==> config.mk <==
export PLATFORM = sky130hd
export DESIGN_NAME = sccf_port
export DESIGN_NICKNAME = d
export VERILOG_FILES = /design/src/verilog/sccf_pkg.sv /design/src/verilog/sccf_port.sv
export VERILOG_INCLUDE_DIRS = /design/src /design/src/verilog
export SDC_FILE = /design/constraint.sdc
export NUM_CORES = 1
export LEC_CHECK = 0
export BUFFER_PORTS_ARGS = -buffer_cell sky130_fd_sc_hd__buf_4
export CORE_AREA = 2 2 103 105
export CTS_BUF_LIST = sky130_fd_sc_hd__clkbuf_4
export DETAILED_ROUTE_END_ITERATION = 6
export DIE_AREA = 0 0 105 107
export HOLD_SLACK_MARGIN = 0.15
export PLACE_DENSITY = 0.73
export SLEW_MARGIN = 15
export SYNTH_ARGS = -nofsm -noshare
export SYNTH_HDL_FRONTEND = slang
export SYNTH_SLANG_ARGS = --single-unit
==> constraint.sdc <==
create_clock -name i_clock -period 3.1 [get_ports i_clock]
set_input_delay 0.62 -clock i_clock [delete_from_list [all_inputs] [get_ports i_clock]]
set_output_delay 0.62 -clock i_clock [all_outputs]
set_load 0.01 [all_outputs]
==> src/verilog/sccf_defines.svh <==
/*
  constants of the serial port control and clock-format block: register
  offsets, control bit positions, reset values and timing counts.
  assumes a 20 MHz core clock and an 8-bit register port.
*/
`ifndef SCCF_DEFINES_SVH
`define SCCF_DEFINES_SVH

`define SCCF_OFF_CTRL1 3'h0
`define SCCF_OFF_CTRL2 3'h1
`define SCCF_OFF_DATA 3'h2
`define SCCF_OFF_STATUS 3'h3
`define SCCF_OFF_IRQ_EN 3'h4
`define SCCF_OFF_IRQ_CLR 3'h5
`define SCCF_OFF_DIV 3'h6

`define SCCF_C1_PORT_ENABLE 6
`define SCCF_C1_MASTER_SELECT 4
`define SCCF_C1_CLOCK_POLARITY 3
`define SCCF_C1_CLOCK_PHASE 2
`define SCCF_C1_SELECT_OUTPUT_ENABLE 1
`define SCCF_C1_LOW_BIT_FIRST 0
`define SCCF_C2_MODE_FAULT_ENABLE 4
`define SCCF_C2_MASK 8'h1b

`define SCCF_ST_DONE 0
`define SCCF_ST_MODE_FAULT 1

`define SCCF_CTRL1_RESET 8'h04
`define SCCF_CTRL2_RESET 8'h00
`define SCCF_DIV_RESET 8'h03
`define SCCF_BITS 4'h8

`endif

==> src/verilog/sccf_pkg.sv <==
/*
  types of the serial port control and clock-format block.
  assumes sccf_defines.svh is included before use of the constants.
*/
package sccf_pkg;
  typedef struct packed {
    logic [2:0] addr;
    logic [7:0] wdata;
    logic wr;
    logic rd;
  } sccf_bus_t;

  typedef struct packed {
    logic sclk_o;
    logic sclk_oe;
    logic mosi_o;
    logic mosi_oe;
    logic miso_o;
    logic miso_oe;
    logic sel_o;
    logic sel_oe;
  } sccf_pins_t;

  typedef enum logic [1:0] {SCCF_IDLE, SCCF_LEAD, SCCF_XFER, SCCF_TAIL} sccf_state_t;
endpackage

==> src/verilog/sccf_port.sv <==
/*
  control and clock-format logic of a byte-wide serial peripheral port:
  master/slave operation, clock polarity and phase, bit order, select pin
  function and mode fault, with a small register port and interrupt.
  assumes pins are synchronised here; pin levels are resolved outside.
*/
// Notes on behaviour
// master_select low makes the port a slave and high makes it a master.
// clock_polarity 0 idles the clock low, 1 inverts it so it idles high.
// clock_phase 0 puts the first edge mid bit one, 1 puts it at the start of bit one.
// low_bit_first clear sends the high bit first, set sends the low bit first.
// in master mode the select pin is plain I/O, a fault input or an auto output by the enable bits; slave uses it as input.
// bits 7, 6, 5 and 2 of the second control register read as zero.
// software should not clear port_enable in the same write that changes clock_phase.
// the master auto select goes low half a clock period before the transfer and high after bit eight.
// with clock_phase 1 a selected slave drives its data output at once, valid from the first edge.
// with clock_phase 1 the first edge shifts out, the second samples and the third shifts in and presents the next bit.
// with clock_phase 1 a slave takes back-to-back bytes with select held low.
// with clock_phase 0 bit one starts at select low and bit eight ends at the last clock edge.
// a low fault input in master mode sets a mode fault flag and returns the port to slave.
// with port_enable clear the shifter idles and no pin is driven.
`timescale 1ns/100ps
`include "sccf_defines.svh"
module sccf_port
  import sccf_pkg::*;
(
  input wire logic i_clock,
  input wire logic i_rst_n,
  input wire sccf_pkg::sccf_bus_t i_bus,
  output logic [7:0] o_rdata,
  input wire logic i_sclk,
  input wire logic i_mosi,
  input wire logic i_miso,
  input wire logic i_sel,
  output sccf_pkg::sccf_pins_t o_pins,
  output logic o_gpio_sel,
  output logic o_irq
);
  import sccf_pkg::*;

  logic [7:0] ctrl1_q, ctrl2_q, div_q, tx_q, rx_q, shift_q, status_q, irq_en_q;
  logic [2:0] sclk_s_q, sel_s_q;
  logic [1:0] mosi_s_q, miso_s_q;
  logic [7:0] cnt_q;
  logic [3:0] edges_q;
  logic [3:0] s_bits_q;
  logic sample_q, sclk_q, tx_pend_q;
  sccf_state_t state_q;

  function automatic logic wr_at(input sccf_bus_t b, input logic [2:0] a);
    return b.wr && b.addr == a;
  endfunction

  wire logic en = ctrl1_q[`SCCF_C1_PORT_ENABLE];
  wire logic master_select = ctrl1_q[`SCCF_C1_MASTER_SELECT];
  wire logic clock_polarity = ctrl1_q[`SCCF_C1_CLOCK_POLARITY];
  wire logic clock_phase = ctrl1_q[`SCCF_C1_CLOCK_PHASE];
  wire logic select_output_enable = ctrl1_q[`SCCF_C1_SELECT_OUTPUT_ENABLE];
  wire logic lsbf = ctrl1_q[`SCCF_C1_LOW_BIT_FIRST];
  wire logic mode_fault_enable = ctrl2_q[`SCCF_C2_MODE_FAULT_ENABLE];

  // synchronisers: first stage only feeds second stage
  always_ff @(posedge i_clock) begin
    if (!i_rst_n) begin
      sclk_s_q <= 3'h0;
      sel_s_q <= 3'h7;
      mosi_s_q <= 2'h0;
      miso_s_q <= 2'h0;
    end else begin
      sclk_s_q <= {sclk_s_q[1:0], i_sclk};
      sel_s_q <= {sel_s_q[1:0], i_sel};
      mosi_s_q <= {mosi_s_q[0], i_mosi};
      miso_s_q <= {miso_s_q[0], i_miso};
    end
  end

  // slave clock is inverted by polarity so a leading edge is always a rise
  wire logic s_clk_now = sclk_s_q[1] ^ clock_polarity;
  wire logic s_clk_old = sclk_s_q[2] ^ clock_polarity;
  wire logic s_lead = s_clk_now && !s_clk_old;
  wire logic s_trail = !s_clk_now && s_clk_old;
  wire logic sel_low = !sel_s_q[1];
  wire logic sel_fall = !sel_s_q[1] && sel_s_q[2];
  wire logic fault_in = master_select && mode_fault_enable && !select_output_enable && sel_low;
  wire logic slave_act = en && !master_select && sel_low;
  wire logic in_bit = master_select ? miso_s_q[1] : mosi_s_q[1];
  wire logic out_bit = lsbf ? shift_q[0] : shift_q[7];
  wire logic tick = (cnt_q == div_q);
  wire logic m_busy = state_q != SCCF_IDLE;

  // control registers
  always_ff @(posedge i_clock) begin
    if (!i_rst_n) begin
      ctrl1_q <= `SCCF_CTRL1_RESET;
      ctrl2_q <= `SCCF_CTRL2_RESET;
      div_q <= `SCCF_DIV_RESET;
      irq_en_q <= 8'h00;
    end else begin
      if (wr_at(i_bus, `SCCF_OFF_CTRL1)) begin
        ctrl1_q <= i_bus.wdata;
      end else if (fault_in) begin
        ctrl1_q[`SCCF_C1_MASTER_SELECT] <= 1'b0;
      end
      if (wr_at(i_bus, `SCCF_OFF_CTRL2)) begin
        ctrl2_q <= i_bus.wdata & `SCCF_C2_MASK;
      end
      if (wr_at(i_bus, `SCCF_OFF_DIV)) begin
        div_q <= i_bus.wdata;
      end
      if (wr_at(i_bus, `SCCF_OFF_IRQ_EN)) begin
        irq_en_q <= i_bus.wdata;
      end
    end
  end

  // transmit holding register
  always_ff @(posedge i_clock) begin
    if (!i_rst_n) begin
      tx_q <= 8'h00;
      tx_pend_q <= 1'b0;
    end else if (wr_at(i_bus, `SCCF_OFF_DATA)) begin
      tx_q <= i_bus.wdata;
      tx_pend_q <= 1'b1;
    end else if (!en || (master_select && state_q == SCCF_IDLE && tx_pend_q)) begin
      tx_pend_q <= 1'b0;
    end
  end

  // master sequencer: half-period ticks from the divider
  always_ff @(posedge i_clock) begin
    if (!i_rst_n || !en || !master_select) begin
      state_q <= SCCF_IDLE;
      cnt_q <= 8'h00;
      edges_q <= 4'h0;
      sclk_q <= 1'b0;
    end else begin
      cnt_q <= (tick || !m_busy) ? 8'h00 : cnt_q + 8'h01;
      unique case (state_q)
        SCCF_IDLE: begin
          edges_q <= 4'h0;
          if (tx_pend_q) begin
            state_q <= SCCF_LEAD;
          end
        end
        SCCF_LEAD: begin
          if (tick) begin
            state_q <= SCCF_XFER;
            if (clock_phase) begin
              sclk_q <= 1'b1;
              edges_q <= 4'h1;
            end
          end
        end
        SCCF_XFER: begin
          // sixteen edges in all; phase 1 has already made the first one on leaving the lead
          if (tick) begin
            sclk_q <= !sclk_q;
            edges_q <= edges_q + 4'h1;
            if (edges_q == 4'hf) begin
              state_q <= SCCF_TAIL;
            end
          end
        end
        SCCF_TAIL: begin
          if (tick) begin
            state_q <= SCCF_IDLE;
          end
        end
      endcase
    end
  end

  // master edges: a rise of sclk_q is a leading edge
  wire logic m_edge = master_select && state_q == SCCF_XFER && tick;
  wire logic m_lead = m_edge && !sclk_q;
  wire logic m_trail = m_edge && sclk_q;
  wire logic lead_e = master_select ? m_lead : (slave_act && s_lead);
  wire logic trail_e = master_select ? m_trail : (slave_act && s_trail);
  // phase 0 samples on leading edge, phase 1 on trailing edge
  wire logic samp_e = clock_phase ? trail_e : lead_e;
  wire logic shft_e = clock_phase ? lead_e : trail_e;

  // shifter: bit is sampled, then moved in on the next shift edge
  always_ff @(posedge i_clock) begin
    if (!i_rst_n || !en) begin
      shift_q <= 8'h00;
      sample_q <= 1'b0;
      rx_q <= 8'h00;
    end else begin
      if (samp_e) begin
        sample_q <= in_bit;
      end
      if (master_select && state_q == SCCF_IDLE && tx_pend_q) begin
        shift_q <= tx_q;
      end else if (!master_select && sel_fall) begin
        shift_q <= tx_q;
      end else if (!master_select && clock_phase && samp_e && s_bits_q == `SCCF_BITS - 4'h1) begin
        // phase 1 slave has no shift edge after its last sample, so the byte closes here
        shift_q <= lsbf ? {in_bit, shift_q[7:1]} : {shift_q[6:0], in_bit};
      end else if (shft_e && !(clock_phase && !master_select && s_bits_q == 4'h0)) begin
        // the first phase 1 edge of a slave byte only presents the bit already loaded
        shift_q <= lsbf ? {sample_q, shift_q[7:1]} : {shift_q[6:0], sample_q};
      end
      if (master_select && state_q == SCCF_TAIL && tick) begin
        // phase 0 has shifted its eighth bit on the last edge, phase 1 still holds it as a sample
        if (!clock_phase) begin
          rx_q <= shift_q;
        end else begin
          rx_q <= lsbf ? {sample_q, shift_q[7:1]} : {shift_q[6:0], sample_q};
        end
      end
    end
  end

  // slave byte count for done flag, restarts per select or per eight bits
  always_ff @(posedge i_clock) begin
    if (!i_rst_n || !en || master_select || !sel_low) begin
      s_bits_q <= 4'h0;
    end else if (samp_e) begin
      s_bits_q <= (s_bits_q == `SCCF_BITS - 4'h1) ? 4'h0 : s_bits_q + 4'h1;
    end
  end
  wire logic s_done = samp_e && !master_select && s_bits_q == `SCCF_BITS - 4'h1;
  wire logic m_done = master_select && state_q == SCCF_TAIL && tick;

  // sticky status, set wins over clear
  always_ff @(posedge i_clock) begin
    if (!i_rst_n) begin
      status_q <= 8'h00;
    end else begin
      for (int i = 0; i < 8; i++) begin
        if ((i == `SCCF_ST_DONE && (m_done || s_done)) || (i == `SCCF_ST_MODE_FAULT && fault_in)) begin
          status_q[i] <= 1'b1;
        end else if (wr_at(i_bus, `SCCF_OFF_IRQ_CLR) && i_bus.wdata[i]) begin
          status_q[i] <= 1'b0;
        end
      end
    end
  end

  // read port, data one cycle after the strobe
  always_ff @(posedge i_clock) begin
    if (!i_rst_n) begin
      o_rdata <= 8'h00;
    end else if (i_bus.rd) begin
      unique case (i_bus.addr)
        `SCCF_OFF_CTRL1: o_rdata <= ctrl1_q;
        `SCCF_OFF_CTRL2: o_rdata <= ctrl2_q & `SCCF_C2_MASK;
        `SCCF_OFF_DATA: o_rdata <= master_select ? rx_q : shift_q;
        `SCCF_OFF_STATUS: o_rdata <= status_q;
        `SCCF_OFF_IRQ_EN: o_rdata <= irq_en_q;
        `SCCF_OFF_DIV: o_rdata <= div_q;
        default: o_rdata <= 8'h00;
      endcase
    end else begin
      o_rdata <= 8'h00;
    end
  end

  assign o_irq = |(status_q & irq_en_q);

  // pins
  always_comb begin
    o_pins = '0;
    o_gpio_sel = en && master_select && !mode_fault_enable;
    if (en && master_select) begin
      o_pins.sclk_oe = 1'b1;
      o_pins.sclk_o = sclk_q ^ clock_polarity;
      o_pins.mosi_oe = 1'b1;
      o_pins.mosi_o = out_bit;
      o_pins.sel_oe = mode_fault_enable && select_output_enable;
      o_pins.sel_o = !(m_busy);
    end else if (slave_act) begin
      o_pins.miso_oe = 1'b1;
      o_pins.miso_o = out_bit;
    end
  end
endmodule
**After elaboration in Yosys (flattened, before gate mapping)**

Index checks and enable logic that the tools add are counted.

- Bits in registers: 93
- Input bits: 19
- Output and inout bits: 18
- Word-level logic and storage cells: 161

- Add/subtract/negate cells: 3
- Equal/unequal tests: 18
- Mux-type cells: 42
- Bitwise gates (word level): 4
- Reduce and logical (&&, ||, !) cells: 72

Operators by type and width:

| operator | count |
|---|---|
| $mux W8 | 8 |
| $pmux W8 S6 | 1 |
| $logic_and A1 B1 Y1 | 37 |
| $mux W4 | 5 |
| $mux W1 | 17 |
| $mux W2 | 8 |
| $ne A2 B2 Y1 const B | 6 |
| $pmux W4 S3 | 1 |
| $reduce_bool A2 Y1 | 6 |
| $logic_not A1 Y1 | 11 |
| $eq A3 B3 Y1 const B | 3 |
| $add A4 B1 Y4 const B | 2 |
| $add A8 B1 Y8 const B | 1 |
| $and A2 B8 Y8 | 1 |
| $eq A8 B8 Y1 | 1 |
| $pmux W2 S4 | 1 |
| $reduce_and A4 Y1 | 2 |
| $reduce_or A8 Y1 | 1 |
| $logic_or A1 B1 Y1 | 7 |
| $eq A3 B2 Y1 const B | 2 |
| $reduce_and A5 Y1 | 1 |
| $eq A2 B2 Y1 const B | 2 |
| $eq A4 B3 Y1 const B | 1 |
| $eq A4 B4 Y1 const B | 1 |
| 11 further kinds | 13 |

**Longest topological paths before layout**

- Word-level depth: 11
- Gate-level depth with buffers: 8
- Depth with buffers taken out: 7

**Worst setup path after synthesis**

Ideal clock, no wire load.

- Kind: flip-flop to flip-flop
- Start point: register s_bits_q[0]
- End point: register shift_q[6]
- Library setup time: 117 ps
- Data arrival time: 1862 ps
- Required time: 2983 ps
- Path slack: 1121 ps
- Cell stages (with the launch flop): 9
- Buffers on the path: 1
- Clock period less this slack: 1979 ps
- Cells stage by stage: dfxtp_1 > inv_1 > ha_1 > or4b_4 > o211ai_2 > a21oi_2 > buf_6 > or3_1 > a32o_1

- Word-level cells in the longest chain between the ends: 5

RTL lines:

| what | line | text |
|---|---|---|
| start, declared | sccf_port.sv:46 | `logic [3:0] s_bits_q;` |
| start signal, assigned | sccf_port.sv:220 | `` s_bits_q <= (s_bits_q == `SCCF_BITS - 4'h1) ? 4'h0 : s_bits_q + 4'h1; `` |
| $eq A4 B3 Y1 or $logic_not A4 Y1 (tied branches) | sccf_port.sv:197, sccf_port.sv:200 |  |
| $logic_and A1 B1 Y1, on equally long branches | sccf_port.sv:197, sccf_port.sv:200 |  |
| $mux W8 or $logic_not A1 Y1 (tied branches) | sccf_port.sv:197, sccf_port.sv:200 |  |
| $mux W8 or $logic_and A1 B1 Y1 (tied branches) | sccf_port.sv:195, sccf_port.sv:200 |  |
| $mux W8 or $reduce_bool A4 Y1 (tied branches) | -- |  |
| end signal, assigned | sccf_port.sv:194 | `shift_q <= tx_q;` |
| end signal, assigned | sccf_port.sv:196 | `shift_q <= tx_q;` |
| end signal, assigned | sccf_port.sv:199 | `shift_q <= lsbf ? {in_bit, shift_q[7:1]} : {shift_q[6:0], in_bit};` |
| end, declared | sccf_port.sv:41 | `logic [7:0] ctrl1_q, ctrl2_q, div_q, tx_q, rx_q, shift_q, status_q, irq_en_q;` |

Parallel ways exist; a longest one is shown, timed or not.
A chain may end at the register's enable or synchronous reset.

==> impl_results.md <==
- Status: complete, no violations
- Total congestion overflow: 0
- FF/Latch Area: 1860 um^2
- Drt first pass iters: 6
- Total track usage: 20.9%
- Via Count: 3944
- Nets: 582
- Crit Path Class: flip-flop to primary output
- Final Hold Vio Count: 0
- Max Fanout on Critical Path: 19
- Starting Density: 46.1%
- Placed Instance Area: 4980 um^2
- HP Class: input pin to flip-flop
- Register bit total from synthesis: 93
- CTS Sinks: 93
- Final Hold Slack: 0.323 ns
- FFs w/ async S/R, synth: 0%
- Design Power: 2.06 mW
- Iteration-0 DRC Markers: 358
- Die H: 107 um
- Skew final: 0.0191 ns
- Antenna viol nets, final: 0
- Final setup fails: 0
- Critical-path cell list: buf_4, nand2_1, inv_1, and3_1, buf_4
- Synth Area per Inst: 8.74 um^2
- Main synth FF type: dfxtp_1
- Syn Std Cell Area: 4650 um^2
- Setup repair after global routing missed its margin: false
- Placer Congestion: 0.949
- Worst hold start: i_sel
- Max Cap Viol: 0
- Area of the multi-input gates: 2580 um^2
- Min Tclk post-route: 2.50 ns
- Total of fill cells in the finished design: 978
- Antenna Cells: 0
- Initial antenna violation count: 0
- FP Rows: 37
- Die W: 105 um
- Port bufs: 36
- Lkg Pwr: 1.83 nW
- Number of buffers created by CTS: 9
- Synth warn: 0
- Design area: 5120 um^2
- Largest net degree at the start of global routing: 50
- Via density: 5.68
- Worst Path Required: 2.48 ns
- H-Tree Depth: 3
- CTS tree: built
- Crit end category: primary output
- Area of the die: 11200 um^2
- Final Cycle Share: 80.7%
- Routed wire length: 11600 um
- RR Startpoint: ctrl1_q[2]
- Number of global-route vias before repair: 3830
- Area Growth Syn to Fin: 10.2%
- Drt wl/cell: 16.8 um
- Most common cell after layout, fill and taps aside: dfxtp_1
- First-pass GRT wire length: 18700 um
- Post-CTS sizing: 0
- Maximum single-stage delay on the critical path: 0.51 ns
- EDFF count, synth: 0
- CP Launch Point: ctrl1_q[4]
- Post-DP HPWL: 8500 um
- CP max-delay cell: dfxtp_1
- CP Launch Type: flip-flop
- Actual slew at the worst max-slew pin: 0.899 ns
- Setup TNS: 0 ns
- Post-Syn Instances: 532
- VDD IR-drop max: 170 uV
- Power per cell area: 401 nW/um^2
- Post-CTS Setup Bufs: 0
- Cts hold-fix bufs: 0
- Fmax: 400 MHz
- Crit-path most repeated cell: buf_4
- Worst-path clk slew: 0.15 ns
- Syn nets: 561
- Clock insertion delay at the later pin of the skew report: 0.46 ns
- Post-synthesis sequential area ratio: 40.0%
- CTS root buf: clkbuf_4
- Fraction of layout cells with a size suffix above 1: 13.8%
- Most frequent cells in the layout: dfxtp_1, nand2_1, buf_4
- Ports: 37
- Max Slew Vio Count: 0
- DRC Markers: 0
- CP arrival: 1.88 ns
- Max transition margin: 40.0%
- Bufs on Longest Clock Path: 2
- Total core area: 10100 um^2
- Library cells used by synthesis: 66
## worst paths after layout
kind,end,slack [ns],depth (start not counted)
setup / recovery,o_pins[0],0.60,5
hold / removal,sel_s_q[0],0.32,2
setup reg to reg,shift_q[0],0.63,4
hold reg to reg,sel_s_q[1],0.44,1
## cell type report
type | count | area share, %
Clock buffer | 10 | 1.47
Clock inverter | 6 | 1.37
Inverter | 15 | 1.10
Multi-Input combinational cell | 393 | 50.4
Sequential cell | 93 | 36.3
Tap cell | 136 | 3.32
Timing Repair Buffer | 41 | 6.01
## metrics by stage
stage          cells  util, %  setup WS, ns
5_1_grt          694     50.8         0.475
4_1_cts          694     50.8         0.609
3_5_place_dp     678     49.3         0.688
3_3_place_gp     678     49.3         0.753
2_1_floorplan    532        -          1.12
6_report         694     50.8         0.599
## synthesized netlist by cell type, types with 3 or more instances
cell,n,area share (%)
a32o_1,10,2.2
nor2_1,40,3.2
nand2b_1,6,0.81
a21boi_0,28,4.5
buf_2,6,0.65
nand3b_1,3,0.48
buf_1,5,0.40
and3_1,6,0.81
mux2i_1,29,6.2
a22oi_1,8,1.3
nand3_1,10,1.1
o21ai_1,5,0.54
xor2_1,5,0.94
dfxtp_1,93,40
nor4_1,3,0.40
or3_1,9,1.2
ha_1,10,2.7
xnor2_1,12,2.3
inv_1,15,1.2
buf_6,3,0.73
nand2_1,90,7.3
a31oi_1,5,0.67
nor3_1,9,0.97
and2_1,12,1.6
mux2_2,8,1.9
a21boi_1,4,0.65
clkbuf_1,16,1.3
nor2b_1,10,1.3
o21ai_0,5,0.54
a21oi_1,21,2.3
## kinds of logic after synthesis
| family | count (synthesis) | synth area share [%] |
|---|---|---|
| DFF | 93 | 40.0 |
| xor gates and xnor gates | 17 | 3.20 |
| AOI/OAI and AO/OA | 112 | 18.0 |
| buffers and inverters | 46 | 4.44 |
| muxes | 38 | 8.67 |
| and+or+nand+nor | 216 | 22.9 |
| adders and majority gates | 10 | 2.69 |
## sequential cells by signal, indices dropped and copies added (netlist names), 3 cells and up
signal	count
cnt_q	8
shift_q	8
tx_q	8
rx_q	8
ctrl2_q	4
s_bits_q	4
sel_s_q	3
o_rdata	8
ctrl1_q	8
edges_q	4
div_q	8
irq_en_q	8
sclk_s_q	3
## per-layer routing
layer,vias up,GRT usage [%],wire length (um),share of wire [%]
li1,1921,-,-,-
met1,1880,27.5,5340,46
met2,121,34.3,5370,46
met3,22,3.34,695,6.0
met4,0,8.19,241,2.1
met5,-,0,0,0
## where the power goes
group	total, mW	switching [mW]	leakage [nW]	internal (mW)
registers	1.23	0.0176	0.753	1.21
clock network	0.702	0.440	0.0749	0.262
logic	0.124	0.0718	1.00	0.0519
total	2.06	0.529	1.83	1.53
## worst max-delay path: cells and delay by family (launching register included)
family / cells / cell delay (ns)
buffers and inverters: 3 / 0.58
flip-flops: 1 / 0.51
AND/OR/NAND/NOR: 2 / 0.32
(Power assumes the default switching activity.)
